### config.mk
export PLATFORM = sky130hd
export DESIGN_NAME = fpcsr_regs
export DESIGN_NICKNAME = d
export VERILOG_FILES = /design/src/core/fpcsr_pkg.sv /design/src/core/fpcsr_access_check.sv /design/src/core/fpcsr_sticky.sv /design/src/core/fpcsr_regs.sv
export SDC_FILE = /design/constraint.sdc
export NUM_CORES = 1
export LEC_CHECK = 0
export BUFFER_PORTS_ARGS = -buffer_cell sky130_fd_sc_hd__buf_2
export CORE_MARGIN = 2
export CORE_UTILIZATION = 50
export CTS_CLUSTER_SIZE = 25
export DETAILED_ROUTE_END_ITERATION = 7
export HOLD_SLACK_MARGIN = 0.05
export PLACE_DENSITY = 0.86
export SYNTH_ARGS = -nofsm -noshare
export SYNTH_HDL_FRONTEND = slang
export SYNTH_SLANG_ARGS = --single-unit
### constraint.sdc
create_clock -name hclk -period 3.01 [get_ports hclk]
set_clock_uncertainty 0.15 [all_clocks]
set_input_delay 0.301 -clock hclk [delete_from_list [all_inputs] [get_ports hclk]]
set_output_delay 0.301 -clock hclk [all_outputs]
set_load 0.02 [all_outputs]
### src/core/fpcsr_pkg.sv
// package of offsets, field layouts and reset values for the fp control/status bank
package fpcsr_pkg;
  // ----------------------------------------------------------------
  // register byte offsets
  // ----------------------------------------------------------------
  localparam logic [7:0] FPCSR_OFF_CPAC = 8'h00;
  localparam logic [7:0] FPCSR_OFF_CTXA = 8'h04;
  localparam logic [7:0] FPCSR_OFF_STAT = 8'h08;
  localparam logic [7:0] FPCSR_OFF_DFLT = 8'h0c;
  localparam logic [7:0] FPCSR_OFF_IRQS = 8'h10;
  localparam logic [7:0] FPCSR_OFF_IRQM = 8'h14;
  // ----------------------------------------------------------------
  // field positions
  // ----------------------------------------------------------------
  localparam int FPCSR_CTXA_LSB = 3;
  localparam int FPCSR_NZCV_LSB = 28;
  localparam int FPCSR_AHP_BIT = 26;
  localparam int FPCSR_DN_BIT = 25;
  localparam int FPCSR_FZ_BIT = 24;
  localparam int FPCSR_RM_LSB = 22;
  localparam int FPCSR_IDC_BIT = 7;
  localparam int FPCSR_IXC_BIT = 4;
  localparam int FPCSR_CP10_LSB = 20;
  localparam int FPCSR_CP11_LSB = 22;
  // ----------------------------------------------------------------
  // masks and reset values
  // ----------------------------------------------------------------
  localparam logic [31:0] FPCSR_CTXA_MASK = 32'hffff_fff8;
  localparam logic [31:0] FPCSR_CTRL_MASK = 32'h07c0_0000;
  localparam logic [31:0] FPCSR_NZCV_MASK = 32'hf000_0000;
  localparam logic [31:0] FPCSR_EXC_MASK = 32'h0000_009f;
  localparam logic [31:0] FPCSR_IRQ_EXC_MASK = 32'h0000_008f;
  localparam logic [31:0] FPCSR_CPAC_MASK = 32'h00f0_0000;
  localparam logic [31:0] FPCSR_RST_ZERO = 32'h0000_0000;
  localparam logic [31:0] FPCSR_DFLT_RST = 32'h0000_0000;
  // ----------------------------------------------------------------
  // enumerations
  // ----------------------------------------------------------------
  typedef enum logic [1:0] {
    FPCSR_RM_NEAREST = 2'h0,
    FPCSR_RM_PLUS_INF = 2'h1,
    FPCSR_RM_MINUS_INF = 2'h2,
    FPCSR_RM_ZERO = 2'h3
  } fpcsr_round_t;
  typedef enum logic [1:0] {
    FPCSR_CP_DENIED = 2'h0,
    FPCSR_CP_PRIV = 2'h1,
    FPCSR_CP_RSVD = 2'h2,
    FPCSR_CP_FULL = 2'h3
  } fpcsr_cpaccess_t;
  localparam logic [1:0] FPCSR_HTRANS_NONSEQ = 2'h2;
  localparam logic [2:0] FPCSR_HSIZE_WORD = 3'h2;
endpackage

### src/core/fpcsr_access_check.sv
// access decision for coprocessor access fields and privilege
`timescale 1ns/1ps
module fpcsr_access_check
  import fpcsr_pkg::*;
(
  input wire logic [1:0] cp_field, // access field of one coprocessor
  input wire logic privileged, // current access is privileged
  input wire logic fp_request, // fp instruction is issued
  output logic allow, // instruction may proceed
  output logic fault // no-coprocessor fault raised
);
  wire logic priv_ok = (cp_field == FPCSR_CP_PRIV) && privileged;
  wire logic full_ok = (cp_field == FPCSR_CP_FULL);
  // reserved encoding is treated like denied: the safe choice for an unpredictable code
  assign allow = fp_request && (priv_ok || full_ok);
  assign fault = fp_request && !(priv_ok || full_ok);
endmodule // fpcsr_access_check

### src/core/fpcsr_sticky.sv
// sticky flag bank: hardware set wins over software clear
`timescale 1ns/1ps
module fpcsr_sticky #(
  parameter int WIDTH = 8
) (
  input wire logic hclk, // core clock
  input wire logic hresetn, // async reset, active low
  input wire logic [WIDTH-1:0] set, // event pulses
  input wire logic [WIDTH-1:0] clr, // clear pulses
  output logic [WIDTH-1:0] flags // sticky state
);
  logic [WIDTH-1:0] flags_q;
  wire logic [WIDTH-1:0] flags_d;
  genvar i;
  generate
    for (i = 0; i < WIDTH; i++)
    begin : g_bit
      // an event in the cycle of a clear wins, so no event is ever lost
      assign flags_d[i] = set[i] || (flags_q[i] && !clr[i]);
    end
  endgenerate
  always_ff @(posedge hclk or negedge hresetn)
  begin
    if (!hresetn)
      flags_q <= {WIDTH{1'b0}};
    else
      flags_q <= flags_d;
  end
  assign flags = flags_q;
endmodule // fpcsr_sticky

### src/core/fpcsr_regs.sv
// fp context/status register bank with ahb-lite slave and fp unit side ports
`timescale 1ns/1ps
module fpcsr_regs
  import fpcsr_pkg::*;
(
  input wire logic hclk, // core clock
  input wire logic hresetn, // async reset, active low
  input wire logic hsel, // slave select
  input wire logic [31:0] haddr, // byte address
  input wire logic [1:0] htrans, // transfer type
  input wire logic hwrite, // write when high
  input wire logic [2:0] hsize, // transfer size
  input wire logic [3:0] hprot, // protection, bit 1 privileged
  input wire logic hready, // bus ready in
  input wire logic [31:0] hwdata, // write data
  output logic [31:0] hrdata, // read data
  output logic hreadyout, // slave ready
  output logic hresp, // response, always okay
  input wire logic fp_issue, // fp instruction issued
  input wire logic fp_issue_priv, // issuing code is privileged
  input wire logic cmp_valid, // comparison result valid
  input wire logic [3:0] cmp_nzcv, // comparison flags
  input wire logic [7:0] exc_set, // exception events, layout of status low byte
  input wire logic ctx_new, // new fp context created
  input wire logic ctx_alloc, // stack frame fp area allocated
  input wire logic [31:0] ctx_addr, // address of allocated area
  output logic fp_enable, // fp unit enabled for issue
  output logic fp_allow, // current issue allowed
  output logic no_coprocessor_fault_fault, // no-coprocessor fault pulse
  output logic half_precision_alt_select, // alternative half precision
  output logic default_nan_enable, // default nan mode
  output logic flush_to_zero_enable, // flush to zero mode
  output logic [1:0] rounding_select, // rounding mode
  output logic fp_irq, // exception interrupt to controller
  output logic irq // masked sticky status interrupt
);
  // ----------------------------------------------------------------
  // bus address phase capture
  // ----------------------------------------------------------------
  logic wr_pend_q, wr_pend_d;
  logic rd_pend_q, rd_pend_d;
  logic priv_q, priv_d;
  logic [7:0] addr_q, addr_d;
  wire logic addr_ok = (htrans == FPCSR_HTRANS_NONSEQ) && (hsize == FPCSR_HSIZE_WORD);
  // only whole-word single transfers are decoded; anything else passes as idle
  wire logic take = hsel && hready && addr_ok;
  assign wr_pend_d = take && hwrite;
  assign rd_pend_d = take && !hwrite;
  assign priv_d = take ? hprot[1] : priv_q;
  assign addr_d = take ? haddr[7:0] : addr_q;
  // pending flags live for one cycle only; the attributes are held until
  // the next accepted address, so a stalled data phase still sees them
  always_ff @(posedge hclk or negedge hresetn)
  begin
    if (!hresetn)
    begin
      wr_pend_q <= 1'b0;
      rd_pend_q <= 1'b0;
    end
    else
    begin
      wr_pend_q <= wr_pend_d;
      rd_pend_q <= rd_pend_d;
    end
  end
  always_ff @(posedge hclk or negedge hresetn)
  begin
    if (!hresetn)
    begin
      priv_q <= 1'b0;
      addr_q <= 8'h00;
    end
    else
    begin
      priv_q <= priv_d;
      addr_q <= addr_d;
    end
  end
  // ----------------------------------------------------------------
  // data phase decode
  // ----------------------------------------------------------------
  wire logic sel_cpac = (addr_q == FPCSR_OFF_CPAC);
  wire logic sel_ctxa = (addr_q == FPCSR_OFF_CTXA);
  wire logic sel_stat = (addr_q == FPCSR_OFF_STAT);
  wire logic sel_dflt = (addr_q == FPCSR_OFF_DFLT);
  wire logic sel_irqs = (addr_q == FPCSR_OFF_IRQS);
  wire logic sel_irqm = (addr_q == FPCSR_OFF_IRQM);
  // unprivileged access to the access control register is ignored and reads zero
  wire logic cpac_ok = sel_cpac && priv_q;
  wire logic wr_cpac = wr_pend_q && cpac_ok;
  wire logic wr_ctxa = wr_pend_q && sel_ctxa;
  wire logic wr_stat = wr_pend_q && sel_stat;
  wire logic wr_dflt = wr_pend_q && sel_dflt;
  wire logic wr_irqm = wr_pend_q && sel_irqm;
  wire logic rd_irqs = rd_pend_q && sel_irqs;
  // ----------------------------------------------------------------
  // access control and enable
  // ----------------------------------------------------------------
  logic [31:0] cpac_q, cpac_d;
  // write data masked to the two access fields, all else reads zero
  assign cpac_d = wr_cpac ? (hwdata & FPCSR_CPAC_MASK) : cpac_q;
  always_ff @(posedge hclk or negedge hresetn)
  begin
    if (!hresetn)
      cpac_q <= FPCSR_RST_ZERO;
    else
      cpac_q <= cpac_d;
  end
  wire logic [1:0] acc_allow_v;
  wire logic [1:0] acc_fault_v;
  wire logic [1:0] cp_on_v;
  // the fp register file answers to both fields, so an issue needs the grant of
  // both; programming them differently only ever narrows what is allowed
  genvar g;
  generate
    for (g = 0; g < 2; g++)
    begin : g_cp
      wire logic [1:0] cp_field = (g == 0) ? cpac_q[FPCSR_CP10_LSB +: 2] :
                                  cpac_q[FPCSR_CP11_LSB +: 2];
      // 01 and 11 both leave the unit on for at least privileged code
      assign cp_on_v[g] = (cp_field == FPCSR_CP_PRIV) ||
                          (cp_field == FPCSR_CP_FULL);
      fpcsr_access_check u_access (
        .cp_field(cp_field),
        .privileged(fp_issue_priv),
        .fp_request(fp_issue),
        .allow(acc_allow_v[g]),
        .fault(acc_fault_v[g])
      );
    end
  endgenerate
  wire logic acc_allow = &acc_allow_v;
  wire logic acc_fault = |acc_fault_v;
  // ----------------------------------------------------------------
  // context address
  // ----------------------------------------------------------------
  logic [31:0] ctxa_q, ctxa_d;
  // hardware allocation wins over a software write in the same cycle
  // the area is eight-byte aligned, so the low three bits never hold state
  assign ctxa_d = ctx_alloc ? (ctx_addr & FPCSR_CTXA_MASK) :
                  wr_ctxa ? (hwdata & FPCSR_CTXA_MASK) : ctxa_q;
  always_ff @(posedge hclk or negedge hresetn)
  begin
    if (!hresetn)
      ctxa_q <= FPCSR_RST_ZERO;
    else
      ctxa_q <= ctxa_d;
  end
  // ----------------------------------------------------------------
  // default and status control
  // ----------------------------------------------------------------
  logic [31:0] dflt_q, dflt_d;
  // only the control fields are stored; every other bit reads zero
  assign dflt_d = wr_dflt ? (hwdata & FPCSR_CTRL_MASK) : dflt_q;
  always_ff @(posedge hclk or negedge hresetn)
  begin
    if (!hresetn)
      dflt_q <= FPCSR_DFLT_RST;
    else
      dflt_q <= dflt_d;
  end
  logic [31:0] ctrl_q, ctrl_d;
  // a new context takes the defaults; it has priority over a software write
  assign ctrl_d = ctx_new ? dflt_q :
                  wr_stat ? (hwdata & FPCSR_CTRL_MASK) : ctrl_q;
  logic [3:0] nzcv_q, nzcv_d;
  // a compare result beats a status write in the same cycle: it is the newer value
  assign nzcv_d = cmp_valid ? cmp_nzcv :
                  wr_stat ? hwdata[FPCSR_NZCV_LSB +: 4] : nzcv_q;
  always_ff @(posedge hclk or negedge hresetn)
  begin
    if (!hresetn)
    begin
      ctrl_q <= FPCSR_RST_ZERO;
      nzcv_q <= 4'h0;
    end
    else
    begin
      ctrl_q <= ctrl_d;
      nzcv_q <= nzcv_d;
    end
  end
  // ----------------------------------------------------------------
  // cumulative exception flags
  // ----------------------------------------------------------------
  // bits 6 and 5 carry no flag, so events there are dropped
  wire logic [7:0] exc_ev = exc_set & FPCSR_EXC_MASK[7:0];
  // writing 0 to a flag clears it, writing 1 leaves it
  wire logic [7:0] exc_clr = {8{wr_stat}} & ~hwdata[7:0] & FPCSR_EXC_MASK[7:0];
  wire logic [7:0] exc_flags;
  fpcsr_sticky #(.WIDTH(8)) u_exc (
    .hclk(hclk),
    .hresetn(hresetn),
    .set(exc_ev),
    .clr(exc_clr),
    .flags(exc_flags)
  );
  wire logic [31:0] stat_rd = {nzcv_q, 28'h0000000} | ctrl_q | {24'h000000, exc_flags};
  // ----------------------------------------------------------------
  // interrupt status and mask
  // ----------------------------------------------------------------
  // status mirrors the exception events; read of it clears, new event wins
  logic [7:0] irqs_q, irqs_d;
  logic [7:0] irqm_q, irqm_d;
  assign irqs_d = exc_ev | (rd_irqs ? 8'h00 : irqs_q);
  // mask bits exist only where a flag exists
  assign irqm_d = wr_irqm ? (hwdata[7:0] & FPCSR_EXC_MASK[7:0]) : irqm_q;
  always_ff @(posedge hclk or negedge hresetn)
  begin
    if (!hresetn)
    begin
      irqs_q <= 8'h00;
      irqm_q <= 8'h00;
    end
    else
    begin
      irqs_q <= irqs_d;
      irqm_q <= irqm_d;
    end
  end
  // ----------------------------------------------------------------
  // read mux
  // ----------------------------------------------------------------
  wire logic [31:0] rd_mux =
    cpac_ok ? cpac_q :
    sel_ctxa ? ctxa_q :
    sel_stat ? stat_rd :
    sel_dflt ? dflt_q :
    sel_irqs ? {24'h000000, irqs_q} :
    sel_irqm ? {24'h000000, irqm_q} : FPCSR_RST_ZERO;
  // ----------------------------------------------------------------
  // bus answer
  // ----------------------------------------------------------------
  // reads take one wait state: the first data cycle loads the word into a
  // flop, trading a cycle per read for read data that never comes from the
  // decode path; it also lets a read see a write that lands just before it
  logic [31:0] hrdata_q, hrdata_d;
  logic ready_q, ready_d;
  // a read-clear of the interrupt status falls in that first cycle, so the
  // word returned is the one from before the clear
  assign hrdata_d = rd_pend_q ? rd_mux : FPCSR_RST_ZERO;
  // ready drops for exactly one cycle after a read address is taken
  assign ready_d = !rd_pend_d;
  always_ff @(posedge hclk or negedge hresetn)
  begin
    if (!hresetn)
    begin
      hrdata_q <= FPCSR_RST_ZERO;
      ready_q <= 1'b1;
    end
    else
    begin
      hrdata_q <= hrdata_d;
      ready_q <= ready_d;
    end
  end
  assign hrdata = hrdata_q;
  assign hreadyout = ready_q;
  // no transfer ends in an error; refused accesses read zero instead
  assign hresp = 1'b0;
  // ----------------------------------------------------------------
  // registered outputs
  // ----------------------------------------------------------------
  logic fp_enable_q, fp_allow_q, no_coprocessor_fault_q, fp_irq_q, irq_q;
  logic ahp_q, dn_q, fz_q;
  logic [1:0] rm_q;
  wire logic fp_irq_d = |(exc_flags & FPCSR_IRQ_EXC_MASK[7:0]);
  wire logic irq_d = |(irqs_d & irqm_d);
  // the unit is on only while every access field grants some access
  wire logic fp_enable_d = &cp_on_v;
  // the access outcome of an issue shows one cycle after the issue
  always_ff @(posedge hclk or negedge hresetn)
  begin
    if (!hresetn)
    begin
      fp_enable_q <= 1'b0;
      fp_allow_q <= 1'b0;
      no_coprocessor_fault_q <= 1'b0;
    end
    else
    begin
      fp_enable_q <= fp_enable_d;
      fp_allow_q <= acc_allow;
      no_coprocessor_fault_q <= acc_fault;
    end
  end
  // both interrupts are levels: fp_irq follows exception flags 7 and 3..0 one cycle late, irq follows the next status and mask on the same edge as them
  always_ff @(posedge hclk or negedge hresetn)
  begin
    if (!hresetn)
    begin
      fp_irq_q <= 1'b0;
      irq_q <= 1'b0;
    end
    else
    begin
      fp_irq_q <= fp_irq_d;
      irq_q <= irq_d;
    end
  end
  // ----------------------------------------------------------------
  // mode outputs
  // ----------------------------------------------------------------
  // modes follow the next control value, so they change on the same edge as
  // the register and the datapath never runs an instruction on a stale mode
  always_ff @(posedge hclk or negedge hresetn)
  begin
    if (!hresetn)
    begin
      ahp_q <= 1'b0;
      dn_q <= 1'b0;
      fz_q <= 1'b0;
      rm_q <= FPCSR_RM_NEAREST;
    end
    else
    begin
      ahp_q <= ctrl_d[FPCSR_AHP_BIT];
      dn_q <= ctrl_d[FPCSR_DN_BIT];
      fz_q <= ctrl_d[FPCSR_FZ_BIT];
      rm_q <= ctrl_d[FPCSR_RM_LSB +: 2];
    end
  end
  assign fp_enable = fp_enable_q;
  assign fp_allow = fp_allow_q;
  assign no_coprocessor_fault_fault = no_coprocessor_fault_q;
  assign fp_irq = fp_irq_q;
  assign irq = irq_q;
  assign half_precision_alt_select = ahp_q;
  assign default_nan_enable = dn_q;
  assign flush_to_zero_enable = fz_q;
  assign rounding_select = rm_q;
endmodule // fpcsr_regs

==> implementation parameters <==
Parameter                              Value

Status
  Result of the run    complete, no violations

Synthesis
  Sequential-to-total area share from yosys stat    0.5882
  Post-synthesis instance area    5022 µm²
  Portion of synthesized cell area occupied by the leading cell type    0.5830
  Most frequent cells after synthesis    117 x sky130_fd_sc_hd__dfrtp_1, 49 x sky130_fd_sc_hd__nand2_1, 46 x sky130_fd_sc_hd__o21ai_1
  Dominant cell by count in the synthesized netlist    sky130_fd_sc_hd__dfrtp_1
  Number of warning messages in the yosys log    0
  Fraction of registers with async set or reset after synthesis    1.000
  Cell types occupying the most area after synthesis    sky130_fd_sc_hd__dfrtp_1 58%, sky130_fd_sc_hd__mux2i_1 8.6%, sky130_fd_sc_hd__o21ai_1 4.6%
  Number of nets produced by synthesis    550
  Netlist cell types    41
  Number of flops mapped to enable cells by yosys    0
  Number of synthesized register bits    118
  Library cell occupying the most area in the post-synthesis netlist    sky130_fd_sc_hd__dfrtp_1
  Post-Syn Area per Cell    11.87 µm²
  Ys flop type    sky130_fd_sc_hd__dfrtp_1
  Number of cells produced by synthesis    423

CTS
  Num CTS Buffers    17
  Root buffer cell    sky130_fd_sc_hd__clkbuf_8
  Maximum buffer depth of the clock tree    2
  Number of buffers added for setup after CTS    0
  CTS tree    yes
  Number of H-tree levels    4
  CTS sink count    118
  Clock insertion delay at the later pin of the skew report    0.52 ns
  Clock-pin slew on the worst setup and hold paths    0.06 ns

Setup path
  Critical path, cell by cell    or4_4, nor4_2, nand2_2, buf_4, mux2i_1, o21ai_1, dlygate4sd3_1
  Origin of the critical flop-to-flop path    addr_q[5]$_DFFE_PN0P_
  Number of stages on the worst setup path    7
  Reg2reg end    nzcv_q[0]$_DFFE_PN0P_
  Crit start category    register
  Arrival time of data at the critical path endpoint    3.13 ns
  Count of buffer and inverter cells on the critical path    2
  Master of the slowest instance on the critical path    sky130_fd_sc_hd__or4_4
  Capturing instance or port of the critical path    nzcv_q[0]$_DFFE_PN0P_
  Register-to-register setup slack    0.12 ns
  Gate family responsible for the most delay along the worst path    simple AND/OR/NAND/NOR gates
  Crit Path Max Fanout    10
  Number of cell instances on the worst register-to-register path    7
  CP Capture Type    register
  Kind of critical path    reg -> reg
  Largest stage delay on the critical path    0.58 ns
  Beginning of the critical path    addr_q[5]$_DFFE_PN0P_
  Required time at the worst-slack endpoint    3.25 ns

Die
  Core Box Area    9774 µm²
  Overall die area    10860 µm²
  Row Count    36
  Die Width    104.2 µm
  Initial core utilization    0.5138
  Die span in y    104.2 µm
  Number of top-level pins    171

Global routing
  Residual overflow from global routing    0
  Vias in the first global route    4685
  Pin count of the biggest net entering global routing    119
  First-pass GRT wire length    23380 µm
  Gr usage total    0.2775
  Number of antenna violations at the first check in global routing    0

Placement
  Minimum setup slack after placement    0.4414 ns
  Routability congestion estimate from global placement    0.8929
  Half-perimeter wire length after placement    8120 µm
  Input/output buffers    137
  Placed insts    683

Power and ir drop
  P per Cell Area    572.0 nW/µm²
  Comb pwr share    0.120
  Internal power of the cells    3.245 mW
  Part of the total power dissipated in the clock network    0.474
  Power share of the sequential group    0.406
  Leakage power    3.492 nW
  VDD IR max    0.3169 mV
  Total net switching power    1.012 mW
  Switching share of power    0.2377

Drt
  DR top layer    met4
  Met1 wire length    5669 µm
  Routed Wire Length    14510 µm
  Iter 0 DRT Violations    229
  Vias per std cell    5.321
  Remaining routing DRC violations    0
  First-pass detailed-route iteration total    7
  Mean routed wirelength per cell    17.85 µm
  Total number of vias    4326
  DR WL met2    7544 µm
  Amount of wire on met3 after detailed routing    752 µm
  Count of nets left with antenna violations after detail routing    0

STA
  Rel. slew slack    0.3461
  RSZ-0062 raised after global routing    no
  Max-slew violation count    0
  Transition time at the pin with the least slew margin    0.9809 ns
  Endpoints failing hold    0
  Shortest clock period the worst path allows after layout    2.886 ns
  Worst path setup slack after routing    0.1238 ns
  Hold Worst Slack    0.07657 ns
  Setup tns final    0 ns
  Period utilisation layout    0.9589
  Fmax    0.3465 GHz
  Final Setup Violations    0

Cells and area
  Share of final-layout standard cells stronger than drive strength 1    0.3132
  Multi-input gate area in the final layout    1953 µm²
  Antenna Diode Count    0
  Layout-stage area growth over the synthesis result    48.21%
  Fillers    593
  Sequential cell area    2954 µm²
  # nets final    794
  Share of the core filled with cells    0.7615
  Post-route insts no fill    813

Min path
  Worst Hold Class    in -> reg

Job
  MaxCap Viol Count    0
-- sequential cells by signal (all words and copies together), names as in the netlist, 4 cells and up --
signal	flops
u_exc.flags	6
cpac_q	4
ctxa_q	29
hrdata	32
ctrl_q	4
dflt_q	5
nzcv_q	4
addr_q	8
irqm_q	8
irqs_q	8
-- metal layers --
metal,vias to the layer above,track usage
met1,2113,0.3217
met2,200,0.4911
li1,1964,-
met4,0,0.1245
met5,-,0
met3,49,0.06266
-- worst min path at each step --
stage               from                       end  depth (start not counted)
2_1_floorplan    hresetn     addr_q[0]$_DFFE_PN0P_                          0
3_3_place_gp     hresetn  u_exc.flags[7]$_DFF_PN0_                          2
3_5_place_dp     hresetn     ctxa_q[5]$_DFFE_PN0P_                          2
4_1_cts        htrans[0]       hreadyout$_DFF_PN1_                          4
5_1_grt        htrans[0]       hreadyout$_DFF_PN1_                          4
6_report       htrans[0]       hreadyout$_DFF_PN1_                          4
-- power by group through the flow --
| stage | combinational [mW] | sequential (mW) | clock, mW |
|---|---|---|---|
| 2_1_floorplan | 0.227 | 1.74 | 0 |
| 3_3_place_gp | 0.383 | 1.75 | 0 |
| 3_5_place_dp | 0.395 | 1.75 | 0 |
| 4_1_cts | 0.500 | 1.73 | 2.02 |
| 5_1_grt | 0.558 | 1.74 | 2.11 |
| 6_report | 0.512 | 1.73 | 2.02 |
-- logic make-up (layout without fill, tap and decap cells) --
logic type	count (synthesis)	count (layout)	share of synthesized area
AOI/OAI and AO/OA	82	82	0.09567
buffers and inverters	24	281	0.02441
DFF	118	118	0.5882
muxes	74	74	0.1589
other	1	1	0.0007467
and+or+nand+nor	124	124	0.1320
-- area by class of cell --
type / count / area share
clock buffers: 23 / 0.06270
clock inverters: 9 / 0.01664
inverters: 2 / 0.001009
multi-input cells: 281 / 0.2624
flip-flops and latches: 118 / 0.3969
well taps: 133 / 0.02236
repair buffers: 247 / 0.2380
-- per-stage QoR --
| step | cell area, µm² | power (mW) |
|---|---|---|
| after floorplan | 5022 | 1.966 |
| after global placement | 5869 | 2.130 |
| after detailed placement | 5869 | 2.147 |
| after CTS | 7441 | 4.251 |
| after global routing | 7443 | 4.400 |
| final | 7443 | 4.257 |
-- placed cells by master, fill, tap and decap left out, types with 3 or more instances in the layout --
cell type                       synthesis  routed
sky130_fd_sc_hd__a21o_1                 7       7
sky130_fd_sc_hd__a21oi_1                8       8
sky130_fd_sc_hd__a22oi_1               15      15
sky130_fd_sc_hd__and2_1                24      24
sky130_fd_sc_hd__buf_2                  5     136
sky130_fd_sc_hd__buf_4                  2      12
sky130_fd_sc_hd__bufinv_16              0       3
sky130_fd_sc_hd__clkbuf_1              12       3
sky130_fd_sc_hd__clkbuf_16              0      16
sky130_fd_sc_hd__clkbuf_8               0       4
sky130_fd_sc_hd__clkinv_2               0       5
sky130_fd_sc_hd__dfrtp_1              117     117
sky130_fd_sc_hd__dlygate4sd3_1          0      98
sky130_fd_sc_hd__mux2_1                 8       8
sky130_fd_sc_hd__mux2_2                18      18
sky130_fd_sc_hd__mux2_4                 5       5
sky130_fd_sc_hd__mux2i_1               43      43
sky130_fd_sc_hd__nand2_1               49      48
sky130_fd_sc_hd__nand2b_1              11      11
sky130_fd_sc_hd__nor2_1                16      16
sky130_fd_sc_hd__nor2b_1                6       6
sky130_fd_sc_hd__nor3_1                 3       3
sky130_fd_sc_hd__nor4_2                 3       3
sky130_fd_sc_hd__o21ai_1               46      46
-- timing repair --
| item | CTS | global route |
|---|---|---|
| setup endpoints to repair | 0 | 6 |
| hold endpoints to repair | 196 | 0 |
| hold buffers | 98 | 0 |
| resized for setup | 0 | 1 |
-- worst min-delay path: stages --
cell	delay, ns
sky130_fd_sc_hd__buf_2	0.08
sky130_fd_sc_hd__nor3_1	0.04
sky130_fd_sc_hd__buf_4	0.17
sky130_fd_sc_hd__nand2b_1	0.11
No activity file was read; power rests on OpenSTA's default activity.
